File: config.mk
export PLATFORM = sky130hd
export DESIGN_NAME = bit_shift_flag_instr_exec
export DESIGN_NICKNAME = d
export VERILOG_FILES = /design/src/logic/bit_exec_pkg.sv /design/src/logic/bit_shift_flag_instr_exec.sv /design/src/logic/reg_file_mem.sv /design/src/logic/shift_rotate_unit.sv
export VERILOG_INCLUDE_DIRS = /design/src /design/src/logic
export SDC_FILE = /design/constraint.sdc
export NUM_CORES = 1
export LEC_CHECK = 0
export BUFFER_PORTS_ARGS = -buffer_cell sky130_fd_sc_hd__buf_4
export CORE_MARGIN = 3
export CORE_UTILIZATION = 30
export CTS_CLUSTER_SIZE = 28
export DETAILED_ROUTE_END_ITERATION = 10
export REMOVE_ABC_BUFFERS = 1
export SLEW_MARGIN = 20
export SYNTH_ARGS = -nofsm -noshare
export SYNTH_HDL_FRONTEND = slang
export SYNTH_HIERARCHICAL = 1
export SYNTH_SLANG_ARGS = --single-unit
File: constraint.sdc
create_clock -name ref_clk -period 5.42 [get_ports ref_clk]
set_input_delay 0 -clock ref_clk [delete_from_list [all_inputs] [get_ports ref_clk]]
set_output_delay 0 -clock ref_clk [all_outputs]
set_load 0.02 [all_outputs]
File: src/logic/bit_exec_consts.svh
`ifndef BIT_EXEC_CONSTS_SVH
`define BIT_EXEC_CONSTS_SVH

// ----------------------------------------
// status flag positions
// ----------------------------------------
`define FLAG_CARRY      3'h0
`define FLAG_ZERO       3'h1
`define FLAG_NEG        3'h2
`define FLAG_OVF        3'h3
`define FLAG_SIGN       3'h4
`define FLAG_HALF       3'h5
`define FLAG_XFER       3'h6
`define FLAG_IRQ        3'h7

// ----------------------------------------
// reset values
// ----------------------------------------
`define FLAGS_RESET     8'h00
`define DATA_RESET      8'h00

// ----------------------------------------
// cycle counts, issue to done
// ----------------------------------------
`define CYCLES_SHORT    2'h1
`define CYCLES_LONG     2'h2

`endif

File: src/logic/bit_exec_pkg.sv
package bit_exec_pkg;

  // ----------------------------------------
  // operation codes on the instruction port
  // ----------------------------------------
  typedef enum logic [4:0] {
    nop_op                   = 5'h00,
    push_op                  = 5'h01,
    pop_op                   = 5'h02,
    io_bit_set_op            = 5'h03,
    io_bit_clear_op          = 5'h04,
    logic_shift_left_op      = 5'h05,
    logic_shift_right_op     = 5'h06,
    rotate_left_carry_op     = 5'h07,
    rotate_right_carry_op    = 5'h08,
    arith_shift_right_op     = 5'h09,
    nibble_swap_op           = 5'h0a,
    bit_to_transfer_flag_op  = 5'h0b,
    transfer_flag_to_bit_op  = 5'h0c,
    overflow_flag_set_op     = 5'h0d,
    overflow_flag_clear_op   = 5'h0e,
    half_carry_set_op        = 5'h0f,
    half_carry_clear_op      = 5'h10,
    flag_set_op              = 5'h11,
    flag_clear_op            = 5'h12,
    break_op                 = 5'h13,
    reg_load_op              = 5'h14
  } op_t;

  // ----------------------------------------
  // execution sequencer, gray along idle-exec-second
  // ----------------------------------------
  typedef enum logic [1:0] {
    SEQ_IDLE   = 2'b00,
    SEQ_EXEC   = 2'b01,
    SEQ_SECOND = 2'b11,
    SEQ_HALT   = 2'b10
  } seq_t;

  typedef struct packed {
    seq_t       seq;
    op_t        op;
    logic [4:0] regAddr;
    logic [2:0] bitSel;
    logic [7:0] imm;
    logic [4:0] ioAddr;
    logic [7:0] flags;
    logic [7:0] stackPushData;
    logic [7:0] ioWriteData;
    logic       wbValid;
    logic [4:0] wbAddr;
    logic [7:0] wbData;
  } exec_state_t;

endpackage

File: src/logic/bit_shift_flag_instr_exec.sv
`timescale 1ns/1ns
`include "bit_exec_consts.svh"
`default_nettype none

module bit_shift_flag_instr_exec #(
  parameter int REG_COUNT = 32
) (
  // clock and reset
  input  wire logic       ref_clk,
  input  wire logic       rst_n,
  // instruction issue
  input  wire logic       instrValid,
  input  wire logic [4:0] instrOp,
  input  wire logic [4:0] regAddr,
  input  wire logic [2:0] bitSel,
  input  wire logic [4:0] ioAddrIn,
  input  wire logic [7:0] immData,
  output logic            instrReady,
  output logic            instrDone,
  // stack port
  output logic            stackPush,
  output logic      [7:0] stackPushData,
  output logic            stackPop,
  input  wire logic [7:0] stackPopData,
  // io register port
  output logic            ioRead,
  output logic            ioWrite,
  output logic      [4:0] ioAddr,
  input  wire logic [7:0] ioReadData,
  output logic      [7:0] ioWriteData,
  // debug
  output logic            breakHalt,
  input  wire logic       debugResume,
  // status and writeback view
  output logic      [7:0] statusFlags,
  output logic            regWbValid,
  output logic      [4:0] regWbAddr,
  output logic      [7:0] regWbData
);

  generate
    if (REG_COUNT != 32) begin : g_bad_count
      $error("bit_shift_flag_instr_exec: five-bit register address needs 32 registers");
    end
  endgenerate

  // ----------------------------------------
  // state
  // ----------------------------------------
  bit_exec_pkg::exec_state_t s_reg;
  bit_exec_pkg::exec_state_t s_next;

  bit_exec_pkg::op_t opIn;
  logic              twoCycle;
  logic              issue;
  logic              rfWe;
  logic [4:0]        rfWaddr;
  logic [7:0]        rfWdata;
  logic [4:0]        rfRaddr;
  logic [7:0]        rfRdData;
  logic [7:0]        shiftRes;
  logic              shiftCarry;

  assign opIn = bit_exec_pkg::op_t'(instrOp);

  assign twoCycle = (s_reg.op == bit_exec_pkg::push_op) || (s_reg.op == bit_exec_pkg::pop_op) ||
                    (s_reg.op == bit_exec_pkg::io_bit_set_op) || (s_reg.op == bit_exec_pkg::io_bit_clear_op);

  // ----------------------------------------
  // handshake
  // ----------------------------------------
  // a one-cycle op frees the slot in its own exec cycle, so short ops stream
  assign instrReady = (s_reg.seq == bit_exec_pkg::SEQ_IDLE) ||
                      (s_reg.seq == bit_exec_pkg::SEQ_EXEC && !twoCycle && s_reg.op != bit_exec_pkg::break_op);
  assign issue      = instrValid && instrReady;
  assign instrDone  = (s_reg.seq == bit_exec_pkg::SEQ_SECOND) ||
                      (s_reg.seq == bit_exec_pkg::SEQ_HALT && debugResume) ||
                      (s_reg.seq == bit_exec_pkg::SEQ_EXEC && !twoCycle && s_reg.op != bit_exec_pkg::break_op);

  assign stackPush = (s_reg.seq == bit_exec_pkg::SEQ_SECOND) && (s_reg.op == bit_exec_pkg::push_op);
  assign stackPop  = (s_reg.seq == bit_exec_pkg::SEQ_EXEC) && (s_reg.op == bit_exec_pkg::pop_op);
  assign ioRead    = (s_reg.seq == bit_exec_pkg::SEQ_EXEC) &&
                     (s_reg.op == bit_exec_pkg::io_bit_set_op || s_reg.op == bit_exec_pkg::io_bit_clear_op);
  assign ioWrite   = (s_reg.seq == bit_exec_pkg::SEQ_SECOND) &&
                     (s_reg.op == bit_exec_pkg::io_bit_set_op || s_reg.op == bit_exec_pkg::io_bit_clear_op);
  assign breakHalt = (s_reg.seq == bit_exec_pkg::SEQ_HALT);

  assign stackPushData = s_reg.stackPushData;
  assign ioWriteData   = s_reg.ioWriteData;
  assign ioAddr        = s_reg.ioAddr;
  assign statusFlags   = s_reg.flags;
  assign regWbValid    = s_reg.wbValid;
  assign regWbAddr     = s_reg.wbAddr;
  assign regWbData     = s_reg.wbData;

  // read address follows the issuing op, else holds the current one
  assign rfRaddr = issue ? regAddr : s_reg.regAddr;

  // ----------------------------------------
  // datapath helpers
  // ----------------------------------------
  reg_file_mem #(
    .WIDTH (8),
    .DEPTH (REG_COUNT)
  ) u_regs (
    .ref_clk   (ref_clk),
    .rst_n     (rst_n),
    .we        (rfWe),
    .waddr     (rfWaddr),
    .wdata     (rfWdata),
    .raddr     (rfRaddr),
    .rdata_reg (rfRdData)
  );

  shift_rotate_unit u_shift (
    .op       (s_reg.op),
    .operand  (rfRdData),
    .carryIn  (s_reg.flags[`FLAG_CARRY]),
    .result   (shiftRes),
    .carryOut (shiftCarry)
  );

  // ----------------------------------------
  // next state
  // ----------------------------------------
  always_comb begin
    s_next         = s_reg;
    s_next.wbValid = 1'b0;
    rfWe           = 1'b0;
    rfWaddr        = s_reg.regAddr;
    rfWdata        = rfRdData;
    unique case (s_reg.seq)
      bit_exec_pkg::SEQ_IDLE: begin
      end
      bit_exec_pkg::SEQ_EXEC: begin
        unique case (s_reg.op)
          bit_exec_pkg::push_op: begin
            s_next.stackPushData = rfRdData;
            s_next.seq           = bit_exec_pkg::SEQ_SECOND;
          end
          bit_exec_pkg::pop_op: begin
            s_next.seq = bit_exec_pkg::SEQ_SECOND;
          end
          bit_exec_pkg::io_bit_set_op, bit_exec_pkg::io_bit_clear_op: begin
            s_next.ioWriteData = ioReadData;
            s_next.ioWriteData[s_reg.bitSel] = (s_reg.op == bit_exec_pkg::io_bit_set_op);
            s_next.seq         = bit_exec_pkg::SEQ_SECOND;
          end
          bit_exec_pkg::logic_shift_left_op, bit_exec_pkg::logic_shift_right_op,
          bit_exec_pkg::rotate_left_carry_op, bit_exec_pkg::rotate_right_carry_op,
          bit_exec_pkg::arith_shift_right_op: begin
            rfWe    = 1'b1;
            rfWdata = shiftRes;
            s_next.flags[`FLAG_CARRY] = shiftCarry;
            s_next.flags[`FLAG_ZERO]  = (shiftRes == 8'h00);
            s_next.flags[`FLAG_NEG]   = shiftRes[7];
            s_next.flags[`FLAG_OVF]   = shiftRes[7] ^ shiftCarry;
            // sign follows N xor V, which here reduces to the new carry
            s_next.flags[`FLAG_SIGN]  = shiftCarry;
          end
          bit_exec_pkg::nibble_swap_op: begin
            rfWe    = 1'b1;
            rfWdata = {rfRdData[3:0], rfRdData[7:4]};
          end
          bit_exec_pkg::bit_to_transfer_flag_op: begin
            s_next.flags[`FLAG_XFER] = rfRdData[s_reg.bitSel];
          end
          bit_exec_pkg::transfer_flag_to_bit_op: begin
            rfWe = 1'b1;
            rfWdata[s_reg.bitSel] = s_reg.flags[`FLAG_XFER];
          end
          bit_exec_pkg::overflow_flag_set_op: begin
            s_next.flags[`FLAG_OVF] = 1'b1;
          end
          bit_exec_pkg::overflow_flag_clear_op: begin
            s_next.flags[`FLAG_OVF] = 1'b0;
          end
          bit_exec_pkg::half_carry_set_op: begin
            s_next.flags[`FLAG_HALF] = 1'b1;
          end
          bit_exec_pkg::half_carry_clear_op: begin
            s_next.flags[`FLAG_HALF] = 1'b0;
          end
          bit_exec_pkg::flag_set_op: begin
            s_next.flags[s_reg.bitSel] = 1'b1;
          end
          bit_exec_pkg::flag_clear_op: begin
            s_next.flags[s_reg.bitSel] = 1'b0;
          end
          bit_exec_pkg::break_op: begin
            s_next.seq = bit_exec_pkg::SEQ_HALT;
          end
          bit_exec_pkg::reg_load_op: begin
            rfWe    = 1'b1;
            rfWdata = s_reg.imm;
          end
          default: begin
            // nop and unassigned codes: slot consumed, nothing written
          end
        endcase
        if (!twoCycle && s_reg.op != bit_exec_pkg::break_op) begin
          s_next.seq = bit_exec_pkg::SEQ_IDLE;
        end
      end
      bit_exec_pkg::SEQ_SECOND: begin
        if (s_reg.op == bit_exec_pkg::pop_op) begin
          rfWe    = 1'b1;
          rfWdata = stackPopData;
        end
        s_next.seq = bit_exec_pkg::SEQ_IDLE;
      end
      bit_exec_pkg::SEQ_HALT: begin
        if (debugResume) begin
          s_next.seq = bit_exec_pkg::SEQ_IDLE;
        end
      end
    endcase
    if (rfWe) begin
      s_next.wbValid = 1'b1;
      s_next.wbAddr  = rfWaddr;
      s_next.wbData  = rfWdata;
    end
    if (issue) begin
      s_next.seq     = bit_exec_pkg::SEQ_EXEC;
      s_next.op      = opIn;
      s_next.regAddr = regAddr;
      s_next.bitSel  = bitSel;
      s_next.imm     = immData;
      s_next.ioAddr  = ioAddrIn;
    end
  end

  always_ff @(posedge ref_clk) begin
    if (!rst_n) begin
      s_reg               <= '0;
      s_reg.seq           <= bit_exec_pkg::SEQ_IDLE;
      s_reg.op            <= bit_exec_pkg::nop_op;
      s_reg.flags         <= `FLAGS_RESET;
      s_reg.stackPushData <= `DATA_RESET;
      s_reg.ioWriteData   <= `DATA_RESET;
    end else begin
      s_reg <= s_next;
    end
  end

  logic inExec;
  assign inExec = (s_reg.seq == bit_exec_pkg::SEQ_EXEC);
endmodule // bit_shift_flag_instr_exec

`default_nettype wire

File: src/logic/reg_file_mem.sv
`timescale 1ns/1ns
`default_nettype none

module reg_file_mem #(
  parameter int WIDTH = 8,
  parameter int DEPTH = 32,
  parameter int AW    = $clog2(DEPTH)
) (
  // clock and reset
  input  wire logic             ref_clk,
  input  wire logic             rst_n,
  // write port
  input  wire logic             we,
  input  wire logic [AW-1:0]    waddr,
  input  wire logic [WIDTH-1:0] wdata,
  // registered read port
  input  wire logic [AW-1:0]    raddr,
  output logic      [WIDTH-1:0] rdata_reg
);

  generate
    if (DEPTH < 2 || (1 << AW) < DEPTH || WIDTH < 1) begin : g_bad
      $error("reg_file_mem: unsupported geometry");
    end
  endgenerate

  logic [WIDTH-1:0] mem [DEPTH];

  always_ff @(posedge ref_clk) begin
    if (we) begin
      mem[waddr] <= wdata;
    end
  end

  // write-first bypass so back-to-back ops on one register see fresh data
  always_ff @(posedge ref_clk) begin
    if (!rst_n) begin
      rdata_reg <= '0;
    end else if (we && waddr == raddr) begin
      rdata_reg <= wdata;
    end else begin
      rdata_reg <= mem[raddr];
    end
  end

endmodule // reg_file_mem

`default_nettype wire

File: src/logic/shift_rotate_unit.sv
`timescale 1ns/1ns
`default_nettype none

module shift_rotate_unit (
  // operation
  input  wire bit_exec_pkg::op_t op,
  input  wire logic [7:0]        operand,
  input  wire logic              carryIn,
  // result
  output logic      [7:0]        result,
  output logic                   carryOut
);

  always_comb begin
    result   = operand;
    carryOut = carryIn;
    unique case (op)
      bit_exec_pkg::logic_shift_left_op: begin
        result   = {operand[6:0], 1'b0};
        carryOut = operand[7];
      end
      bit_exec_pkg::logic_shift_right_op: begin
        result   = {1'b0, operand[7:1]};
        carryOut = operand[0];
      end
      bit_exec_pkg::rotate_left_carry_op: begin
        result   = {operand[6:0], carryIn};
        carryOut = operand[7];
      end
      bit_exec_pkg::rotate_right_carry_op: begin
        result   = {carryIn, operand[7:1]};
        carryOut = operand[0];
      end
      bit_exec_pkg::arith_shift_right_op: begin
        result   = {operand[7], operand[7:1]};
        carryOut = operand[0];
      end
      default: begin
        result   = operand;
        carryOut = carryIn;
      end
    endcase
  end

endmodule // shift_rotate_unit

`default_nettype wire

==> results of run 1 <==
-- area by class of cell --
cell class | count | area [µm²]
Clock buffer | 46 | 980.9
Clock inverter | 20 | 207.7
Fill cell | 4717 | 30740
Inverter | 11 | 41.29
Multi-Input combinational cell | 679 | 4897
Sequential cell | 330 | 9169
Tap cell | 656 | 820.8
Timing Repair Buffer | 167 | 1394
-- logic make-up (layout without fill, tap and decap cells) --
group / Yosys count / in the layout / synth area share
flip-flops: 330 / 330 / 0.6188
AND/OR/NAND/NOR: 264 / 264 / 0.09196
AO/OA/AOI/OAI: 225 / 225 / 0.1083
multiplexers: 181 / 181 / 0.1228
buffers and inverters: 127 / 244 / 0.05269
XOR/XNOR: 8 / 8 / 0.004728
adder cells (fa/ha/maj): 1 / 1 / 0.0006756
-- critical path: cells and delay by family, from the launching register on --
kind | cells | cell delay, ns
compound gates | 4 | 1.31
buf+inv | 3 | 0.89
flops | 1 | 0.93
mux | 1 | 0.45
simple gates | 3 | 0.87
-- final timing paths --
check | start | endpoint | slack, ns | cells past startpoint
max reg2reg | s_reg[60] | u_regs/rdata_reg[0] | 0.90 | 11
min reg2reg | statusFlags[1] | statusFlags[1] | 0.47 | 2
max | s_reg[60] | u_regs/rdata_reg[0] | 0.90 | 11
min | bitSel[1] | s_reg[52] | 0.27 | 4
-- metal layers --
layer | up-vias | global-route usage | routed length, µm
li1 | 4466 | - | -
met1 | 4882 | 0.1907 | 16860
met2 | 349 | 0.2647 | 20540
met3 | 69 | 0.02732 | 2470
met4 | 0 | 0.05130 | 1260
met5 | - | 0 | 0
-- power by group through the flow --
stage | Combinational [W] | Sequential [W] | Clock [W]
floorplan | 0.000773 | 0.00311 | 0
global placement | 0.00125 | 0.00314 | 0
detailed placement | 0.00126 | 0.00314 | 0
CTS | 0.00130 | 0.00309 | 0.00250
global route | 0.00139 | 0.00310 | 0.00259
finish | 0.00130 | 0.00310 | 0.00245
-- cell usage after synthesis (all sizes together), types with 3 or more instances --
| cell | count |
|---|---|
| a211oi | 7 |
| a21o | 11 |
| a21oi | 50 |
| a221o | 8 |
| a22o | 7 |
| a22oi | 65 |
| a31oi | 10 |
| and2 | 14 |
| buf | 81 |
| clkbuf | 35 |
| dfxtp | 74 |
| edfxtp | 256 |
| inv | 11 |
| mux2 | 6 |
| mux2i | 175 |
| nand2 | 34 |
| nand2b | 13 |
| nand3 | 25 |
| nand3b | 9 |
| nand4 | 4 |
| nor2 | 106 |
| nor3 | 13 |
| nor3b | 14 |
| nor4 | 5 |
| o211a | 3 |
| o21ai | 23 |
| o22ai | 3 |
| o311ai | 5 |
| o31ai | 10 |
| or3 | 3 |
| or3b | 5 |
| or4 | 9 |
| xnor2 | 4 |
| xor2 | 4 |
-- through the flow --
step / worst slack (ns) / instances / utilization
2_1_floorplan: -3.561 / 1020 / -
3_3_place_gp: 1.084 / 1792 / 0.3277
3_5_place_dp: 1.009 / 1792 / 0.3277
4_1_cts: 0.9953 / 1909 / 0.3629
5_1_grt: 0.7614 / 1909 / 0.3629
6_report: 0.8991 / 1909 / 0.3629
==> impl_metrics.tcl, run 1 <==
set metrics [dict create \
    diodes 0 \
    cell_internal_pwr_w 0.004860 \
    nets 1271 \
    cts.clk_slew.worst_paths_ns 0.07 \
    ios 96 \
    maxSlewHeadroom 0.3149 \
    start_util 0.3071 \
    avgSynthCellArea_um2 13.04 \
    cts_max_path_buffers 3 \
    dieWidth_um 228.2 \
    hold_ws_ns 0.2743 \
    synth_top_area_cell "edfxtp_1" \
    seq_power_share 0.452 \
    fmax_mhz 221.2 \
    finalSetupViolations 0 \
    hold_buffers 51 \
    cts_sinks 330 \
    netlist_instances 1136 \
    num_rows 80 \
    routedWlPerCell_um 21.54 \
    dpl_cell_area_mm2 0.01581 \
    cts_tree "yes" \
    most-common-layout-cells "256 x edfxtp_1, 175 x mux2i_1, 115 x buf_4" \
    routabilityCongestion 0.8396 \
    swShare 0.2901 \
    critPathRequiredTime_ns 5.87 \
    cts-htree-levels 2 \
    netlist_area_mm2 0.01482 \
    cts_resized 0 \
    postRouteAntennaNets 0 \
    core_mm2 0.04825 \
    power_w 0.006846 \
    outcome "finished clean" \
    grt_pass1_wl_um 61490 \
    crit_top_cell "buf_4" \
    first_global_vias 9657 \
    slowest_stage "dfxtp_1" \
    dieHeight_um 228.2 \
    hold_viol_final 0 \
    grtUsageTotal 0.1521 \
    gr-total-overflow 0 \
    ys_seq_area_frac 0.6188 \
    largest_register_ffs 256 \
    p_leak_nw 6.245 \
    synthTopCellsByArea "edfxtp_1 52%, mux2i_1 12%, dfxtp_1 10%, a22oi_1 3.3%, buf_4 2.6%" \
    drv_slew 0 \
    synth_edf_count 256 \
    synth_top_cell_area_share 0.5188 \
    clock-skew-final_ns 0.01460 \
    maxCapViolCount 0 \
    wl_um 41130 \
    finalCritPeriodShare 0.8341 \
    final_common_cell "edfxtp_1" \
    vdd_drop_max_mv 0.4480 \
    antenna_found_initial 0 \
    hold_class "primary input to flip-flop" \
    clockPowerShare 0.357 \
    netSwitchingPower_w 0.001986 \
    crit_arrival_ns 4.97 \
    synth-seq-cells 330 \
    clkLatencyLatePin_ns 0.53 \
    firstDrtPassIters 5 \
    tns_ns 0 \
    syn_to_final_growth_pct 18.18 \
    period_needed_ns 4.521 \
    drc 0 \
    rsz0062_at_grt "false" \
    root_buffer "clkbuf_16" \
    final_area_mm2 0.01751 \
    vias 9766 \
    crit_type "flip-flop to flip-flop" \
    first_iter_violations 937 \
    startpoint_type "flip-flop" \
    synthArstFlopShare 0 \
    via_per_inst 5.116 \
    cpPeakStageDelay_ns 0.93 \
    ys_dominant_reg_cell "edfxtp_1" \
    crit_chain "nor4b_1 > o41ai_2 > buf_4 > buf_4 > mux2_2 > nor2b_2 > buf_4 > a22oi_1 > a21oi_1 > or4_1 > a21oi_1" \
    fp.dieArea_mm2 0.05209 \
    worstSetupEndpointType "flip-flop" \
    worst_pin_slew_ns 1.020 \
    powerDensity_mw_per_mm2 391.0 \
    dp_hpwl_um 27140 \
    io_buffers 95 \
    grt_max_degree 84 \
    cts_setup_buffers 0 \
    crit_fanout 26 \
    synth_warnings 6 \
    drive_gt1_frac 0.1588 \
    pwr-share-comb 0.190 \
    ys_types 76 \
    cts_buffers 36 \
]
Note: power is estimated with default switching activity, not from simulation.
==> run 2: changes to the inputs <==
- ABC_AREA: unset -> 1
- clock period: 5.42 -> 4.45 ns (I/O delays scaled with it)
==> run 2 against run 1 <==
Against the previous run:
- die area rose by 4.6%
- worst hold slack worse by 0.24 ns
- first-iteration DRC count increased by 41%
- cell count rose by 29%
- routed wire length increased by 7.9%
- critical path type unchanged
- critical endpoint is now u_regs/mem[14][0]
- largest power group unchanged
==> impl_metrics.tcl, run 2 <==
set metrics [dict create \
    core_mm2 0.05058 \
    critPathRequiredTime_ns 4.61 \
    largest_register_ffs 256 \
    diodes 0 \
    drive_gt1_frac 0.1330 \
    drv_slew 0 \
    startpoint_type "flip-flop" \
    clockPowerShare 0.368 \
    fp.dieArea_mm2 0.05449 \
    firstDrtPassIters 7 \
    period_needed_ns 3.938 \
    maxSlewHeadroom 0.3529 \
    synthTopCellsByArea "edfxtp_1 50%, nand2_1 12%, dfxtp_1 9.5%, nand3_1 9.1%, buf_4 3.4%" \
    synth_warnings 6 \
    antenna_found_initial 0 \
    ys_seq_area_frac 0.5908 \
    dp_hpwl_um 28680 \
    netlist_instances 1673 \
    synth_top_area_cell "edfxtp_1" \
    worst-path-buf-inv 0 \
    grt_max_degree 129 \
    cts_max_path_buffers 3 \
    hold_viol_final 0 \
    pwr-share-comb 0.191 \
    grtUsageTotal 0.1589 \
    worst_pin_slew_ns 0.9683 \
    num_rows 82 \
    crit_chain "nor2_1 > o21ai_1 > nand2_2 > nand2_8 > nand2_8 > nand2_4 > nand3_1 > nor2_1" \
    drc 0 \
    routabilityCongestion 0.9281 \
    synth-seq-cells 330 \
    powerDensity_mw_per_mm2 450.6 \
    synth_top_cell_area_share 0.4954 \
    swShare 0.2961 \
    dieHeight_um 233.4 \
    cpPeakStageDelay_ns 0.76 \
    postRouteAntennaNets 0 \
    vdd_drop_max_mv 0.3323 \
    io_buffers 95 \
    synthArstFlopShare 0 \
    cts_sinks 330 \
    nets 1803 \
    ys_types 40 \
    root_buffer "clkbuf_16" \
    via_per_inst 4.996 \
    cell_internal_pwr_w 0.005775 \
    cts.clk_slew.worst_paths_ns 0.06 \
    maxCapViolCount 0 \
    p_leak_nw 7.227 \
    fmax_mhz 253.9 \
    ys_dominant_reg_cell "edfxtp_1" \
    netlist_area_mm2 0.01552 \
    cts-htree-levels 2 \
    first_global_vias 11690 \
    synth_most_common_cell "nand2_1" \
    grt_pass1_wl_um 67680 \
    synth_edf_count 256 \
    cts_buffers 36 \
    final_common_cell "nand2_1" \
    clkLatencyLatePin_ns 0.53 \
    routedWlPerCell_um 18.09 \
    vias 12260 \
    tns_ns 0 \
    crit_type "flip-flop to flip-flop" \
    avgSynthCellArea_um2 9.276 \
    gr-total-overflow 0 \
    clock-skew-final_ns 0.02321 \
    most-common-layout-cells "490 x nand2_1, 281 x nand3_1, 256 x edfxtp_1" \
    wl_um 44390 \
    seq_power_share 0.441 \
    first_iter_violations 1325 \
    cts_setup_buffers 0 \
    hold_class "primary input to flip-flop" \
    start_util 0.3068 \
    dpl_cell_area_mm2 0.01663 \
    worstSetupEndpointType "flip-flop" \
    dieWidth_um 233.4 \
    netSwitchingPower_w 0.002429 \
    finalSetupViolations 0 \
    outcome "finished clean" \
    cts_tree "yes" \
    final_area_mm2 0.01821 \
    ios 96 \
    synthTopCellsByCount "492 x nand2_1, 281 x nand3_1, 256 x edfxtp_1" \
    rsz0062_at_grt "false" \
    finalCritPeriodShare 0.8849 \
    crit_arrival_ns 4.09 \
    slowest_stage "nor2_1" \
    syn_to_final_growth_pct 17.33 \
    crit_fanout 23 \
    crit_family "simple AND/OR/NAND/NOR gates" \
]
[run 2: cell types whose count changed after synthesis, sizes merged, moves of 46 or more]
cell   before  now
inv        11   84
mux2i     175    0
a22oi      65    1
nand3      25  290
o21ai      23   69
nand2      34  504
[run 2: path summary, 6_finish.rpt]
path	startpoint	to	slack, ns	cells past startpoint
min reg2reg	ioAddr[2]	ioAddr[2]	0.48	2
max reg2reg	s_reg[60]	u_regs/mem[14][0]	0.51	8
min	rst_n	stackPushData[4]	0.03	3
max	s_reg[60]	u_regs/mem[14][0]	0.51	8
[run 2: worst register-to-register path: stages (launching register included)]
cell and delay (ns):
dfxtp_1 0.53, nor2_1 0.26, o21ai_1 0.67, nand2_2 0.36
nand2_8 0.22, nand2_8 0.09, nand2_4 0.26, nand3_1 0.42
nor2_1 0.76
[run 2: cell type report]
type / count / area (µm²)
timing repair buffer: 172 / 1439
clock buffer: 48 / 998.5
sequential: 330 / 9169
fill: 5048 / 32370
inverter: 87 / 330.3
multi-input combinational: 1130 / 5241
clock inverter: 15 / 188.9
tap: 672 / 840.8
[run 2: cell families after synthesis]
group,count (synthesis),share of synthesized area
xor gates and xnor gates,1,0.0005645
AOI/OAI and AO/OA,147,0.04999
buffers and inverters,213,0.07224
DFF,330,0.5908
and+or+nand+nor,982,0.2864
[run 2: timing repair]
| item | 4_1_cts | 5_1_grt |
|---|---|---|
| hold buffers | 39 | 0 |
| endpoints found under the hold margin | 39 | 0 |
| gates resized for setup | 0 | 0 |
| endpoints found under the setup margin | 0 | 0 |
[run 2: stage by stage]
step / hold WS (ns) / power, W / utilization / setup slack (ns) / instances
after floorplan: 0.1207 / 0.004570 / - / -1.821 / 1547
after global placement: 0.2468 / 0.005187 / 0.3288 / 0.6674 / 2352
after detailed placement: 0.2464 / 0.005212 / 0.3288 / 0.5803 / 2352
after CTS: 0.007046 / 0.008256 / 0.3600 / 0.5747 / 2454
after global routing: 0.04455 / 0.008547 / 0.3600 / 0.2325 / 2454
final: 0.03211 / 0.008204 / 0.3600 / 0.5121 / 2454
[run 2: power groups by stage]
stage / logic [W] / registers (W) / clock network [W]
2_1_floorplan: 0.000902 / 0.00367 / 0
3_3_place_gp: 0.00151 / 0.00368 / 0
3_5_place_dp: 0.00153 / 0.00368 / 0
4_1_cts: 0.00156 / 0.00362 / 0.00308
5_1_grt: 0.00172 / 0.00363 / 0.00320
6_report: 0.00157 / 0.00362 / 0.00302
[run 2: per-layer routing]
layer,vias to the layer above,share of wire,GRT usage
li1,5834,-,-
met1,5881,0.45,0.2255
met2,463,0.46,0.2481
met3,83,0.071,0.02646
met4,0,0.028,0.05050
met5,-,0,0
